<file path="src/core/swd_pkg.sv">
package swd_pkg;

   // Time base: one tick per millisecond at a 5 ns clock
   localparam int unsigned CLK_PERIOD_PS = 5000;
   localparam int unsigned TICK_PERIOD_MS = 1;
   localparam int unsigned TICK_CYCLES_DFLT = (TICK_PERIOD_MS * 1000000000) / CLK_PERIOD_PS;

   localparam int unsigned CNT_W = 21;
   localparam logic [CNT_W-1:0] CNT_ZERO = 21'h000000;
   localparam logic [CNT_W-1:0] CNT_ONE  = 21'h000001;

   // Timeouts in milliseconds
   localparam logic [CNT_W-1:0] MS_1S   = 21'h0003E8;
   localparam logic [CNT_W-1:0] MS_2S   = 21'h0007D0;
   localparam logic [CNT_W-1:0] MS_5S   = 21'h001388;
   localparam logic [CNT_W-1:0] MS_10S  = 21'h002710;
   localparam logic [CNT_W-1:0] MS_30S  = 21'h007530;
   localparam logic [CNT_W-1:0] MS_1M   = 21'h00EA60;
   localparam logic [CNT_W-1:0] MS_2M   = 21'h01D4C0;
   localparam logic [CNT_W-1:0] MS_5M   = 21'h0493E0;
   localparam logic [CNT_W-1:0] MS_10M  = 21'h0927C0;
   localparam logic [CNT_W-1:0] MS_30M  = 21'h1B7740;

   // Boot-time watchdog select: 0 off, 1 30s, 2 1m, 3 2m, 4 5m, 5 10m, 6 30m
   localparam logic [2:0] POST_OFF = 3'h0;
   // Activation delay select: 0 off, 1 10s, 2 30s, 3 1m, 4 2m, 5 5m, 6 10m, 7 30m
   localparam logic [2:0] DLY_OFF  = 3'h0;

   // Runtime mode
   localparam logic [1:0] MODE_OFF    = 2'h0;
   localparam logic [1:0] MODE_ONCE   = 2'h1;
   localparam logic [1:0] MODE_SINGLE = 2'h2;
   localparam logic [1:0] MODE_REPEAT = 2'h3;

   // Stage action
   localparam logic [1:0] ACT_NONE = 2'h0;
   localparam logic [1:0] ACT_ACPI = 2'h1;
   localparam logic [1:0] ACT_RST  = 2'h2;
   localparam logic [1:0] ACT_PWR  = 2'h3;

   localparam logic [1:0] STG_1 = 2'h1;
   localparam logic [1:0] STG_2 = 2'h2;
   localparam logic [1:0] STG_3 = 2'h3;

   typedef enum logic [1:0] {
      RT_IDLE  = 2'h0,
      RT_DELAY = 2'h1,
      RT_RUN   = 2'h3,
      RT_OFF   = 2'h2
   } swd_rt_type;

   typedef struct packed {
      swd_rt_type       rt;
      logic [1:0]       stage;
      logic [CNT_W-1:0] rt_cnt;
      logic [CNT_W-1:0] post_cnt;
      logic             post_fired;
      logic [1:0]       mode;
      logic [2:0]       dly;
      logic [1:0]       ev1;
      logic [1:0]       ev2;
      logic [1:0]       ev3;
      logic [3:0]       to1;
      logic [3:0]       to2;
      logic [3:0]       to3;
      logic             acpi_restart;
      logic             post_active;
      logic             sys_reset;
      logic             pwr_button;
      logic             acpi_overtemp;
      logic             acpi_fatal;
   } swd_state_type;

   function automatic logic [CNT_W-1:0] swd_stage_ms(input logic [3:0] sel);
      case (sel)
         4'h0:    swd_stage_ms = MS_1S;
         4'h1:    swd_stage_ms = MS_2S;
         4'h2:    swd_stage_ms = MS_5S;
         4'h3:    swd_stage_ms = MS_10S;
         4'h4:    swd_stage_ms = MS_30S;
         4'h5:    swd_stage_ms = MS_1M;
         4'h6:    swd_stage_ms = MS_2M;
         4'h7:    swd_stage_ms = MS_5M;
         4'h8:    swd_stage_ms = MS_10M;
         default: swd_stage_ms = MS_30M;
      endcase
   endfunction

   function automatic logic [CNT_W-1:0] swd_post_ms(input logic [2:0] sel);
      case (sel)
         3'h1:    swd_post_ms = MS_30S;
         3'h2:    swd_post_ms = MS_1M;
         3'h3:    swd_post_ms = MS_2M;
         3'h4:    swd_post_ms = MS_5M;
         3'h5:    swd_post_ms = MS_10M;
         default: swd_post_ms = MS_30M;
      endcase
   endfunction

   function automatic logic [CNT_W-1:0] swd_delay_ms(input logic [2:0] sel);
      case (sel)
         3'h1:    swd_delay_ms = MS_10S;
         3'h2:    swd_delay_ms = MS_30S;
         3'h3:    swd_delay_ms = MS_1M;
         3'h4:    swd_delay_ms = MS_2M;
         3'h5:    swd_delay_ms = MS_5M;
         3'h6:    swd_delay_ms = MS_10M;
         default: swd_delay_ms = MS_30M;
      endcase
   endfunction

endpackage

</file>
<file path="src/core/swd_tick.sv">
`timescale 1ns/1ps
module swd_tick
   import swd_pkg::*;
#(
   parameter int unsigned TICK_CYCLES = TICK_CYCLES_DFLT
) (
   input  wire logic i_core_clk,
   input  wire logic i_arst_n,
   input  wire logic i_ce,
   output logic      o_tick
);
   localparam int unsigned TW = (TICK_CYCLES > 1) ? $clog2(TICK_CYCLES) : 1;
   localparam logic [TW-1:0] T_LAST = TW'(TICK_CYCLES - 1);
   localparam logic [TW-1:0] T_ZERO = '0;
   localparam logic [TW-1:0] T_ONE  = TW'(1);

   typedef struct packed {
      logic [TW-1:0] cnt;
      logic          tick;
   } swd_tick_type;

   swd_tick_type st;
   swd_tick_type next_st;

   if (TICK_CYCLES < 2) begin : g_bad_tick
      $error("swd_tick: TICK_CYCLES must be at least 2");
   end

   // Millisecond prescaler
   always_comb begin
      next_st = st;
      next_st.tick = 1'b0;
      if (st.cnt == T_LAST) begin
         next_st.cnt  = T_ZERO;
         next_st.tick = 1'b1;
      end else begin
         next_st.cnt = st.cnt + T_ONE;
      end
   end

   always_ff @(posedge i_core_clk or negedge i_arst_n) begin
      if (!i_arst_n) begin
         st <= '0;
      end else if (i_ce) begin
         st <= next_st;
      end
   end

   assign o_tick = st.tick;

endmodule // swd_tick

</file>
<file path="src/core/swd_watchdog.sv">
// Functional notes
// - Boot watchdog timeout off, 30s, 1, 2, 5, 10, 30 min; off default.
// - Boot watchdog counts only during self test; expiry forces system reset.
// - Optionally halt boot watchdog while boot selection menu shows.
// - Optionally halt boot watchdog while waiting for setup password.
// - One-time trigger mode disables runtime watchdog after first trigger past the activation delay.
// - Single event mode runs each stage ahead of any disabled stage once, then disables.
// - Repeated event mode reruns last stage ahead of any disabled stage until system reset.
// - Runtime watchdog initialised only just before OS boot; default off.
// - Optional activation delay off, 10s, 30s, 1, 2, 5, 10, 30 min.
// - Stage one expiry raises ACPI, reset or power button; never disabled.
// - Stages two and three choose disabled, ACPI, reset or power button.
// - Stage one timeout 1, 2, 5, 10, 30 s or 1, 2, 5, 10, 30 min.
// - Stage two and three timeouts chosen independently from same set.
// - ACPI event selects orderly shutdown or orderly restart.
// - ACPI shutdown is issued as an over-temperature notification.
// - ACPI restart is issued as an ACPI fatal error report.
`timescale 1ns/1ps
module swd_watchdog
   import swd_pkg::*;
#(
   parameter int unsigned TICK_CYCLES = TICK_CYCLES_DFLT
) (
   input  wire logic       i_core_clk,
   input  wire logic       i_arst_n,
   input  wire logic       i_ce,
   input  wire logic [2:0] i_post_sel,
   input  wire logic       i_stop_user_en,
   input  wire logic       i_stop_pwd_en,
   input  wire logic       i_post_running,
   input  wire logic       i_boot_menu_shown,
   input  wire logic       i_pwd_wait,
   input  wire logic [1:0] i_rt_mode,
   input  wire logic [2:0] i_rt_delay_sel,
   input  wire logic [1:0] i_ev1_sel,
   input  wire logic [1:0] i_ev2_sel,
   input  wire logic [1:0] i_ev3_sel,
   input  wire logic [3:0] i_to1_sel,
   input  wire logic [3:0] i_to2_sel,
   input  wire logic [3:0] i_to3_sel,
   input  wire logic       i_acpi_restart,
   input  wire logic       i_os_boot_start,
   input  wire logic       i_trigger,
   output logic            o_sys_reset,
   output logic            o_pwr_button,
   output logic            o_acpi_overtemp,
   output logic            o_acpi_fatal,
   output logic            o_post_active,
   output logic [1:0]      o_rt_state,
   output logic [1:0]      o_rt_stage
);

   swd_state_type    st;
   swd_state_type    next_st;
   logic             tick;
   logic             post_halt;
   logic             post_count;
   logic             post_expire;
   logic [1:0]       cur_act;
   logic [CNT_W-1:0] cur_ms;
   logic             rt_expire;
   logic             dly_expire;
   logic [1:0]       nxt_act;
   logic             is_last;

   if (CNT_W < 21) begin : g_bad_width
      $error("swd_watchdog: counter too narrow for 30 min");
   end

   swd_tick #(
      .TICK_CYCLES (TICK_CYCLES)
   ) u_tick (
      .i_core_clk (i_core_clk),
      .i_arst_n   (i_arst_n),
      .i_ce       (i_ce),
      .o_tick     (tick)
   );

   function automatic logic [1:0] stage_act(input swd_state_type s, input logic [1:0] stg);
      case (stg)
         STG_1:   stage_act = (s.ev1 == ACT_NONE) ? ACT_ACPI : s.ev1;
         STG_2:   stage_act = s.ev2;
         STG_3:   stage_act = s.ev3;
         default: stage_act = ACT_NONE;
      endcase
   endfunction

   function automatic logic [3:0] stage_to(input swd_state_type s, input logic [1:0] stg);
      case (stg)
         STG_2:   stage_to = s.to2;
         STG_3:   stage_to = s.to3;
         default: stage_to = s.to1;
      endcase
   endfunction

   // Boot-time watchdog conditions
   assign post_halt   = (i_stop_user_en & i_boot_menu_shown)
                      | (i_stop_pwd_en & i_pwd_wait);
   assign post_count  = i_post_running && (i_post_sel != POST_OFF)
                      && !post_halt && !st.post_fired;
   assign post_expire = post_count && tick
                      && (st.post_cnt == swd_post_ms(i_post_sel) - CNT_ONE);

   // Runtime stage conditions
   assign cur_act    = stage_act(st, st.stage);
   assign cur_ms     = swd_stage_ms(stage_to(st, st.stage));
   assign rt_expire  = (st.rt == RT_RUN) && tick && (st.rt_cnt == cur_ms - CNT_ONE);
   assign dly_expire = (st.rt == RT_DELAY) && tick
                     && (st.rt_cnt == swd_delay_ms(st.dly) - CNT_ONE);
   assign nxt_act    = (st.stage == STG_3) ? ACT_NONE : stage_act(st, st.stage + STG_1);
   assign is_last    = (nxt_act == ACT_NONE);

   always_comb begin
      next_st = st;
      next_st.sys_reset     = 1'b0;
      next_st.pwr_button    = 1'b0;
      next_st.acpi_overtemp = 1'b0;
      next_st.acpi_fatal    = 1'b0;

      // Boot-time watchdog
      if (!i_post_running) begin
         next_st.post_cnt   = CNT_ZERO;
         next_st.post_fired = 1'b0;
      end else if (post_expire) begin
         next_st.post_fired = 1'b1;
         next_st.sys_reset  = 1'b1;
      end else if (post_count && tick) begin
         next_st.post_cnt = st.post_cnt + CNT_ONE;
      end
      next_st.post_active = post_count;

      // Runtime watchdog
      case (st.rt)
         RT_IDLE: begin
            if (i_os_boot_start) begin
               next_st.mode         = i_rt_mode;
               next_st.dly          = i_rt_delay_sel;
               next_st.ev1          = i_ev1_sel;
               next_st.ev2          = i_ev2_sel;
               next_st.ev3          = i_ev3_sel;
               next_st.to1          = i_to1_sel;
               next_st.to2          = i_to2_sel;
               next_st.to3          = i_to3_sel;
               next_st.acpi_restart = i_acpi_restart;
               next_st.rt_cnt       = CNT_ZERO;
               next_st.stage        = STG_1;
               if (i_rt_mode == MODE_OFF) begin
                  next_st.rt = RT_OFF;
               end else if (i_rt_delay_sel == DLY_OFF) begin
                  next_st.rt = RT_RUN;
               end else begin
                  next_st.rt = RT_DELAY;
               end
            end
         end
         RT_DELAY: begin
            if (dly_expire) begin
               next_st.rt     = RT_RUN;
               next_st.rt_cnt = CNT_ZERO;
            end else if (tick) begin
               next_st.rt_cnt = st.rt_cnt + CNT_ONE;
            end
         end
         RT_RUN: begin
            if (i_trigger && st.mode == MODE_ONCE) begin
               next_st.rt = RT_OFF;
            end else if (i_trigger) begin
               next_st.stage  = STG_1;
               next_st.rt_cnt = CNT_ZERO;
            end else if (rt_expire) begin
               case (cur_act)
                  ACT_ACPI: begin
                     next_st.acpi_overtemp = !st.acpi_restart;
                     next_st.acpi_fatal    = st.acpi_restart;
                  end
                  ACT_RST:  next_st.sys_reset  = 1'b1;
                  ACT_PWR:  next_st.pwr_button = 1'b1;
                  default:  next_st.sys_reset  = 1'b0;
               endcase
               next_st.rt_cnt = CNT_ZERO;
               if (!is_last) begin
                  next_st.stage = st.stage + STG_1;
               end else if (st.mode != MODE_REPEAT) begin
                  next_st.rt = RT_OFF;
               end
            end else if (tick) begin
               next_st.rt_cnt = st.rt_cnt + CNT_ONE;
            end
         end
         RT_OFF: begin
            next_st.rt = RT_OFF;
         end
         default: begin
            next_st.rt = RT_IDLE;
         end
      endcase
   end

   always_ff @(posedge i_core_clk or negedge i_arst_n) begin
      if (!i_arst_n) begin
         st <= '0;
      end else if (i_ce) begin
         st <= next_st;
      end
   end

   assign o_sys_reset     = st.sys_reset;
   assign o_pwr_button    = st.pwr_button;
   assign o_acpi_overtemp = st.acpi_overtemp;
   assign o_acpi_fatal    = st.acpi_fatal;
   assign o_post_active   = st.post_active;
   assign o_rt_state      = st.rt;
   assign o_rt_stage      = st.stage;
endmodule // swd_watchdog

</file>
<file path="config.mk">
export PLATFORM = sky130hd
export DESIGN_NAME = swd_watchdog
export DESIGN_NICKNAME = d
export VERILOG_FILES = /design/src/core/swd_pkg.sv /design/src/core/swd_tick.sv /design/src/core/swd_watchdog.sv
export SDC_FILE = /design/constraint.sdc
export NUM_CORES = 1
export LEC_CHECK = 0
export BUFFER_PORTS_ARGS = -buffer_cell sky130_fd_sc_hd__clkbuf_2
export CORE_MARGIN = 3
export CORE_UTILIZATION = 56
export CTS_CLUSTER_DIAMETER = 100
export DETAILED_ROUTE_END_ITERATION = 16
export GPL_TIMING_DRIVEN = 1
export PLACE_DENSITY = 0.75
export SYNTH_ARGS = -nofsm -noshare
export SYNTH_HDL_FRONTEND = slang
export SYNTH_HIERARCHICAL = 1
export SYNTH_SLANG_ARGS = --single-unit
</file>
<file path="constraint.sdc">
create_clock -name i_core_clk -period 4.12 [get_ports i_core_clk]
set_input_delay 0.618 -clock i_core_clk [delete_from_list [all_inputs] [get_ports i_core_clk]]
set_output_delay 0.618 -clock i_core_clk [all_outputs]
set_load 0.03 [all_outputs]
</file>
# Yosys cells after proc, flatten, opt, wreduce, memory -nomap -nowiden
# Memory sizes are Yosys's and may differ from the RTL's.
# Cells that the tools add are included.
# word_totals
memories	1
out_inout_bits	9
input_bits	37
rom_bits	288
regBits	95
# op_classes
add_sub_neg	7
bitwise	3
muxes	40
eq_ne	41
reduce_logical	28
# memory_table
name	depth	width	read_ports	rd_ports_with_merged_regs	wr	line	rtl
(no name shown)	16	18	1	0	0	swd_pkg.sv:75	case (sel)
# op_table
operator	count
$pmux W21 S6	1
$mux W21	5
$pmux W21 S5	1
$eq A21 B21 Y1	3
$pmux W21 S3	1
$sub A21 B1 Y21 const B	3
$mux W23	2
$add A21 B1 Y21 const B	2
$mux W25	1
$mux W2	11
$mux W22	1
$mux W4	5
$add A18 B1 Y18 const B	1
$eq A18 B18 Y1 const B	1
$mux W18	1
$eq A2 B2 Y1 const B	8
$eq A3 B3 Y1 const B	5
$eq A3 B2 Y1 const B	4
$pmux W2 S3	2
$eq A2 B1 Y1 const B	5
$logic_and A1 B1 Y1	10
$ne A2 B2 Y1 const B	5
$ne A3 B2 Y1 const B	3
$logic_not A2 Y1	4
22 further kinds	34

# Longest topological paths before layout
# Gate-level depths: netlist (run 1).
# depth
ltp_word	14
depth_mapped	21
mapped_depth_nobuf	16

# By module
# The synthesis (run 1) kept the hierarchy.
# modules_own_cells
mod	seq_area_each_um2	area_per_inst_um2	instances	cells_per_inst
swd_watchdog	1901.8	5753.0	1	675
swd_tick	475.5	949.7	1	93

# Worst setup path after synthesis (run 1)
# Ideal clock, no wire load.
# synth_path
kind	flip-flop to flip-flop
start	register st, in the netlist o_rt_stage[0]
end	register st[65] (netlist name)
setup_ns	0.119
path_slack_ns	0.198
t_required_ns	4.001
synth_period_minus_slack_ns	3.922
arrival_time_ns	3.803
path_stages_with_launch	18
cell_sequence	dfrtp_1 > inv_1 > ha_1 > buf_6 > clkbuf_1 > a22o_1 > nor2_1 > inv_1 > ha_1 > and3_4 > o31a_1 > xor3_1 > a21o_1 > nor4_4 > o311a_1 > buf_6 > buf_12 > nor2_1
# synth_rtl
element	line	rtl
start, declared	swd_watchdog.sv:53	swd_state_type st;
start signal, assigned	swd_watchdog.sv:203	st <= next_st;

# Final worst setup path (run 1)
# layout_path
start	register st, in the netlist o_rt_stage[1]
end	register st, in the netlist o_sys_reset
# layout_between
elab_chain_cells	10
# layout_lines
element	line	rtl
$eq A2 B2 Y1	swd_watchdog.sv:80, swd_watchdog.sv:89	
$pmux W4 S2	swd_watchdog.sv:89	case (stg)
$mem_v2 Z16 W18	n/a	
$sub A21 B1 Y21	swd_watchdog.sv:107	assign rt_expire = (st.rt == RT_RUN) && tick && (st.rt_cnt == cur_ms - CNT_ONE);
$eq A21 B21 Y1	swd_watchdog.sv:107	
$logic_and A1 B1 Y1	swd_watchdog.sv:107	
$mux W4 *	swd_watchdog.sv:170	end else if (rt_expire) begin
$mux W4 *	swd_watchdog.sv:167	end else if (i_trigger) begin
$mux W4 *	swd_watchdog.sv:165	if (i_trigger && st.mode == MODE_ONCE) begin
$mux W4 *	swd_watchdog.sv:133	case (st.rt)
# Every way passes the cells marked *; elsewhere a longest branch is shown, timed or not.
# A chain may end at the register's enable or synchronous reset.

==> results of run 1 <==
==> power by group through the flow <==
stage                     clock (W)  sequential, W  combinational, W
after floorplan                   0        0.00121           0.00127
after CTS                  0.000831        0.00133           0.00160
after detailed placement          0        0.00134           0.00159
final                      0.000812        0.00133           0.00167
after global placement            0        0.00132           0.00158
after global routing       0.000869        0.00136           0.00181
==> worst max-delay path, cell delays in order (launching register included) <==
cell,delay (ns)
dfrtp_2,0.47
ha_4,0.22
a22o_1,0.27
or2_2,0.33
inv_2,0.11
ha_4,0.16
o211ai_1,0.11
ha_1,0.31
xnor2_1,0.14
nor3_2,0.14
o21ai_0,0.11
nor4_1,0.32
nand4_1,0.19
nor4_4,0.36
buf_4,0.20
a31oi_1,0.08
nor3b_1,0.23
==> cell type report <==
class	instances	area [um^2]
Clock inverter	5	40.04
Inverter	24	90.09
Clock buffer	11	252.7
Multi-Input combinational cell	597	4039
Tap cell	143	178.9
Timing Repair Buffer	67	405.4
Sequential cell	95	2380
Fill cell	974	4179
==> cell usage after synthesis (5+ instances only) <==
cell type  number  area (um^2)
or3_1          16        100.1
nand3b_1        5        37.54
and3b_1         5        43.79
mux2_2         26        292.8
nor2b_1        15        93.84
o22ai_1         6        37.54
nand4_1        21        131.4
o31ai_1         9        67.56
a21oi_1        31        155.2
xnor2_1        25        219.0
a31oi_1         5        31.28
a22oi_1         5        37.54
nand2_1        64        240.2
and3_1         11        68.82
mux2i_1         6        60.06
a32oi_1         6        52.55
nor3b_1         9        67.56
and4_1          7        61.31
ha_1           21        262.8
inv_1          23        86.33
and2_1          5        31.28
dfrtp_1        95         2377
nand3_1        28        140.1
clkbuf_1       35        131.4
a22o_1          6        52.55
o2111ai_1       5        43.79
o21ai_0        46        230.2
a211oi_1        5        37.54
xor2_1         17        148.9
nor2_1         76        285.3
o211ai_1        7        52.55
nand2b_1       11        68.82
nor3_1         18        90.09
nor4_1          7        43.79
==> sequential cells by signal, indices dropped and copies added (netlist names) <==
signal / count
o_rt_stage: 2
o_post_active: 1
o_pwr_button: 1
st: 67
o_sys_reset: 1
o_acpi_fatal: 1
u_tick/o_tick: 1
o_acpi_overtemp: 1
u_tick/st: 18
o_rt_state: 2
==> cell usage in the layout, fill, tap and decap left out, types with 9 or more instances in the layout <==
master,instances
nor3_1,17
buf_4,22
nand3_1,28
nor2_1,74
and3_1,11
nand2_1,64
inv_1,21
clkbuf_16,9
nand2b_1,11
o31ai_1,9
nor2b_1,15
or3_1,16
o21ai_0,45
xor2_1,17
mux2_2,26
xnor2_1,25
clkbuf_2,44
a21oi_1,31
dfrtp_1,93
ha_1,17
nand4_1,21
==> metrics by stage <==
step                setup TNS [ns]  cell area (um^2)  util [%]  cells  power [W]
floorplan                        0              6703         -    768   0.002486
global placement                 0              7005     60.58    923   0.002903
detailed placement               0              7005     60.58    923   0.002928
CTS                              0              7298     63.11    939   0.003757
global route              -0.03736              7386     63.86    942   0.004044
finish                           0              7386     63.86    942   0.003814
==> worst min path at each step <==
stage               startpoint         endpoint  cells past startpoint
2_1_floorplan         i_arst_n     o_acpi_fatal                      0
3_3_place_gp   o_acpi_overtemp  o_acpi_overtemp                      2
3_5_place_dp      o_acpi_fatal     o_acpi_fatal                      2
4_1_cts               i_arst_n           st[43]                      1
5_1_grt               i_arst_n           st[50]                      1
6_report              i_arst_n           st[44]                      1
==> cell families after synthesis <==
group,count (synthesis),synth area share (%)
DFF,95,35.47
and+or+nand+nor,325,26.06
AOI/OAI and AO/OA,174,17.72
buffers and inverters,76,5.245
muxes,33,5.600
xor gates and xnor gates,43,5.843
adders and majority gates,22,4.069
==> what timing repair did <==
item,4_1_cts,5_1_grt
setup buffers,0,3
gates resized for setup,0,16
setup endpoints to repair,0,28
endpoints found under the hold margin,0,0
==> per-layer routing <==
metal / share of wire (%) / track usage (%) / vias up
met3: 7.0 / 5.053 / 27
met2: 46 / 40.66 / 234
li1: - / - / 2851
met5: 0 / 0 / -
met1: 46 / 36.73 / 2939
met4: 1.6 / 7.512 / 0
==> run summary, run 1 <==
worst path required time = 4.37 ns
Area Overhead vs Synth = 10.19%
pwr/cell area = 516.4 nW/um^2
layout cells sized above 1 = 17.90%
Setup crit end kind = flip-flop
post-synthesis sequential area ratio = 35.47%
WL final = 17100 um
total of max-cap violations = 0
worst r2r src = o_rt_stage[1]
Core ar. = 11560 um^2
clock network power share = 21.3%
number of antenna violations at the first check in global routing = 0
Die Span X = 115.4 um
Static Leak = 3.087 nW
Critical Path Fanout Max = 10
crit share post-route = 93.28%
hold_buf cts = 0
vias in the first global route = 5658
Post-synth EDFFs = 0
Max IR drop VDD = 292.9 uV
DP Wirelength = 12450 um
combinational fraction of design power = 43.8%
largest net degree at the start of global routing = 75
global-route wire length before repair = 27740 um
I/O Buffers = 45
fin nets = 852
Final Setup Violations = 0
num rows = 39
Chip Height = 115.4 um
Worst Hold Class = input pin to async pin
I/O Pins = 46
WL/cell = 18.15 um
Seq cells post-synth = 95
sw power = 0.001532 W
Setup CP Type = flip-flop to flip-flop
total grt overflow = 0
R2R cell count = 16
max frequency = 0.2602 GHz
Post-synth ARST share = 100.0%
# H-tree levels = 3
via/cell ratio = 6.424
r2r setup slk = 0.28 ns
crit path capture = o_sys_reset
DRT iter0 DRCs = 635
Post-Place Setup Slack = 0.07271 ns
diodes inserted = 0
GP Congestion = 0.9448
ys flop type = dfrtp_1
R2R Path End = o_sys_reset
Sequential Power Share = 34.9%
internal power = 0.002282 W
Clock Tree Buf Depth = 2
clock transition at the registers of the reported paths = 0.07 ns
Root Driver = clkbuf_16
routed vias = 6051
Yosys cell types = 85
Cells after Synth = 768
Initial Util = 57.96%
Clock Latency Late Sink = 0.35 ns
synthesized area per cell = 8.727 um^2
Syn Nets = 826
Rel. slew slack = 37.14%
crit path DAT = 4.09 ns
switch share = 40.16%
gr usage total = 25.95%
Cell Area, Synth = 6703 um^2
worst setup path start = o_rt_stage[1]
Hold Slack = 0.4057 ns
Worst-Margin Slew = 0.9428 ns
Num CTS Buffers = 9
DRC = 0
Max Clock Skew = 0.008586 ns
Final WS setup = 0.2770 ns
YS warnings = 6
Final Hold Fails = 0
status = completed
min Tclk post-route = 3.843 ns
Critical Path Start Type = flip-flop
Final ANT Viol Nets = 0
clk sinks = 95
die area = 13320 um^2
CTS tree = yes
Slew Limit Fails = 0
DRT Pass-1 Iters = 5
No activity file was read; power rests on OpenSTA's default activity.
==> inputs of run 2 (changes only) <==
ABC_AREA = 1   (was unset)
CORE_MARGIN = unset   (was 3)
==> run summary, run 2 <==
vias in the first global route = 5739 (+1.4%)
DRT Pass-1 Iters = 6 (+1)
pwr/cell area = 513.1 nW/um^2 (-0.64%)
I/O Buffers = 45 (unchanged)
Critical Path Start Type = flip-flop
Top reg by flops = st
Final Setup Violations = 0 (unchanged)
Post-synth ARST share = 100.0% (unchanged)
Synth Area in Compound Gates = 7.206% (-11 points)
top cells by area, synth = dfrtp_1, nand2_1, xor2_1
Post-Synth XOR/XNOR Area = 7.829% (+2.0 points)
CTS tree = yes
Static Leak = 3.780 nW (+22%)
via/cell ratio = 5.287 (-18%)
max frequency = 0.2678 GHz (+2.9%)
Num CTS Buffers = 9 (unchanged)
placed cells = 1115 (+21%)
WL/cell = 13.39 um (-26%)
Setup CP Type = flip-flop to flip-flop
mux cell area share after synthesis = 2.805% (-2.8 points)
Synth Area in Simple Gates = 33.70% (+7.6 points)
DRC = 0 (unchanged)
Synth area leader = dfrtp_1
r2r setup slk = 0.39 ns (+0.11 ns)
Area Overhead vs Synth = 8.929%
Root Driver = clkbuf_16
min Tclk post-route = 3.733 ns (-0.1096 ns)
status = completed
Final Hold Fails = 0 (unchanged)
ys flop type = dfrtp_1
clock network power share = 20.8% (-0.5 points)
layout cells sized above 1 = 12.65% (-5.2 points)
RSZ-0062 raised after global routing = no
DRT iter0 DRCs = 373 (-41%)
Setup crit end kind = flip-flop
Syn Nets = 1004 (+22%)
fin nets = 1041 (+22%)
final cell count without fillers = 1131 (+20%)
largest family of logic cells by synthesized area = simple AND/OR/NAND/NOR gates
CP Cell Sequence = ha_1, nor2_8, nand2_1, nand3_2, nor2_1, nand2_1, and2_1, ha_1, xor2_1, nand3_1, nor3b_1, nand4_1, nor2_1, nand3_1, nor2_4, inv_2, nand2_4, nand3_4, nand3b_1, inv_1
sw power = 0.001643 W (+7.3%)
die area = 12630 um^2 (-5.2%)
combinational fraction of design power = 45.7% (+1.9 points)
Sum Neg Setup Slack = 0 ns (unchanged)
Worst-Margin Slew = 1.147 ns (+0.2045 ns)
final instance area = 7433 um^2 (+0.64%)
Setup Fix Bufs, Post-CTS = 0 (unchanged)
Sequential Power Share = 33.4% (-1.5 points)
GP Congestion = 0.8978 (-5.0%)
Clock Tree Buf Depth = 2 (unchanged)
Rel. slew slack = 23.29% (-14 points)
switch share = 43.09% (+2.9 points)
post-synth top area share = 34.84% (-0.63 points)
most common cell after layout, fill and taps aside = nand2_1
YS warnings = 6 (unchanged)
Slowest-stage cell, CP = dfrtp_1
synthesized area per cell = 7.214 um^2 (-17%)
crit path DAT = 3.97 ns (-0.12 ns)
Clock Latency Late Sink = 0.35 ns (about the same)
max reg flops = 67 (unchanged)
Yosys cell types = 46 (-46%)
clk sinks = 95 (unchanged)
Max Clock Skew = 0.01144 ns (+0.002856 ns)
Max IR drop VDD = 271.6 uV (-7.3%)
worst path required time = 4.35 ns (-0.02 ns)
Worst Hold Class = input pin to async pin
WL final = 15140 um (-11%)
I/O Pins = 46 (unchanged)
number of antenna violations at the first check in global routing = 0 (unchanged)
DP Wirelength = 11330 um (-9.1%)
Cell Area, Synth = 6824 um^2 (+1.8%)
Final ANT Viol Nets = 0 (unchanged)
clock transition at the registers of the reported paths = 0.07 ns (about the same)
Slew Limit Fails = 0 (unchanged)
crit share post-route = 90.62% (-2.7 points)
Cells after Synth = 946 (+23%)
post-CTS sizing = 0 (unchanged)
gr usage total = 26.01% (+0.057 points)
total grt overflow = 0 (unchanged)
Post-synth EDFFs = 0 (unchanged)
most frequent cell after synthesis = nand2_1
hold_buf cts = 0 (unchanged)
Hold Slack = 0.4133 ns (+0.007542 ns)
Critical Path Fanout Max = 19 (+9)
routed vias = 5980 (-1.2%)
Chip Height = 112.4 um (-2.6%)
num rows = 39 (unchanged)
top flop regs = st: 67 flops, u_tick/st: 18 flops
internal power = 0.002170 W (-4.9%)
post-synthesis sequential area ratio = 34.84% (-0.63 points)
Synth top cells by count = nand2_1, inv_1, dfrtp_1, nor2_1, nand3_1
largest net degree at the start of global routing = 79 (+5.3%)
Seq cells post-synth = 95 (unchanged)
Worst path max stage delay = 0.47 ns (about the same)
Initial Util = 58.51% (+0.56 points)
Placement Cell Area = 7141 um^2 (+1.9%)
adder-cell share of the synthesized area = 3.850% (-0.22 points)
total of max-cap violations = 0 (unchanged)
diodes inserted = 0 (unchanged)
# H-tree levels = 3 (unchanged)
global-route wire length before repair = 26530 um (-4.4%)
Die Span X = 112.4 um (-2.6%)
most frequent cells in the layout = nand2_1, inv_1, dfrtp_1
Core ar. = 11660 um^2 (+0.84%)
-- run 2: changes by cell type in the layout (fill, tap and decap cells not counted), sizes merged, moves of 10 or more --
cell	previous run	this run
or3	16	0
nand2b	11	0
nand2	65	239
xor2	17	59
inv	25	140
xnor2	25	2
and3	12	0
nor2	76	105
nor2b	15	0
nand3	28	86
a21oi	32	20
nand4	22	32
buf	23	8
-- run 2: kinds of logic (layout without fill, tap and decap cells) --
logic type      Yosys count  after routing
buf+inv                 165            207
mux                      17             17
fa+ha+maj                21             21
xor+xnor                 61             61
flops                    95             95
simple gates            502            502
compound gates           85             85
-- run 2: path summary, 6_finish.rpt --
kind                                from  cells after the start            end
max in group asynchronous       i_arst_n                      2  u_tick/st[12]
hold / removal                  i_arst_n                      1         st[21]
hold reg to reg            o_post_active                      2  o_post_active
setup reg to reg           o_rt_stage[1]                     20         st[62]
min in group i_core_clk    o_post_active                      2  o_post_active
setup / recovery           o_rt_stage[1]                     20         st[62]
-- run 2: final cells by class --
cell class	instances	area, um^2
Timing Repair Buffer	52	280.3
Fill cell	1079	4229
Inverter	139	521.8
Sequential cell	95	2377
Tap cell	143	178.9
Clock inverter	3	26.28
Multi-Input combinational cell	686	3799
Clock buffer	13	250.2
-- run 2: critical path: cells and delay by family, from the launching register on --
kind | cells | cell delay (ns)
AND/OR/NAND/NOR | 15 | 2.13
adder cells (fa/ha/maj) | 2 | 0.74
flip-flops | 1 | 0.47
XOR/XNOR | 1 | 0.15
buffers and inverters | 2 | 0.12
-- run 2: routing by layer --
| layer | share of wire [%] | vias up | GRT usage, % | routed length [um] |
|---|---|---|---|---|
| met2 | 47 | 151 | 43.40 | 7154 |
| met3 | 4.0 | 23 | 4.104 | 608 |
| met5 | 0 | - | 0 | 0 |
| met4 | 2.1 | 0 | 8.978 | 323 |
| met1 | 47 | 2715 | 34.51 | 7054 |
| li1 | - | 3091 | - | - |
-- run 2: through the flow --
stage / setup WS, ns / power (W) / utilization (%)
6_report: 0.3865 / 0.003814 / 63.74
5_1_grt: 0.01482 / 0.004141 / 63.74
4_1_cts: 0.1857 / 0.003817 / 63.60
3_5_place_dp: 0.1914 / 0.003003 / 61.23
3_3_place_gp: 0.3797 / 0.002982 / 61.23
2_1_floorplan: 0.6629 / 0.002648 / -
-- run 2: power groups by stage --
stage | Clock (W) | Sequential, W | Combinational, W
6_report | 0.000795 | 0.00127 | 0.00174
5_1_grt | 0.000852 | 0.00130 | 0.00199
4_1_cts | 0.000817 | 0.00127 | 0.00173
3_5_place_dp | 0 | 0.00129 | 0.00172
3_3_place_gp | 0 | 0.00128 | 0.00170
2_1_floorplan | 0 | 0.00122 | 0.00143
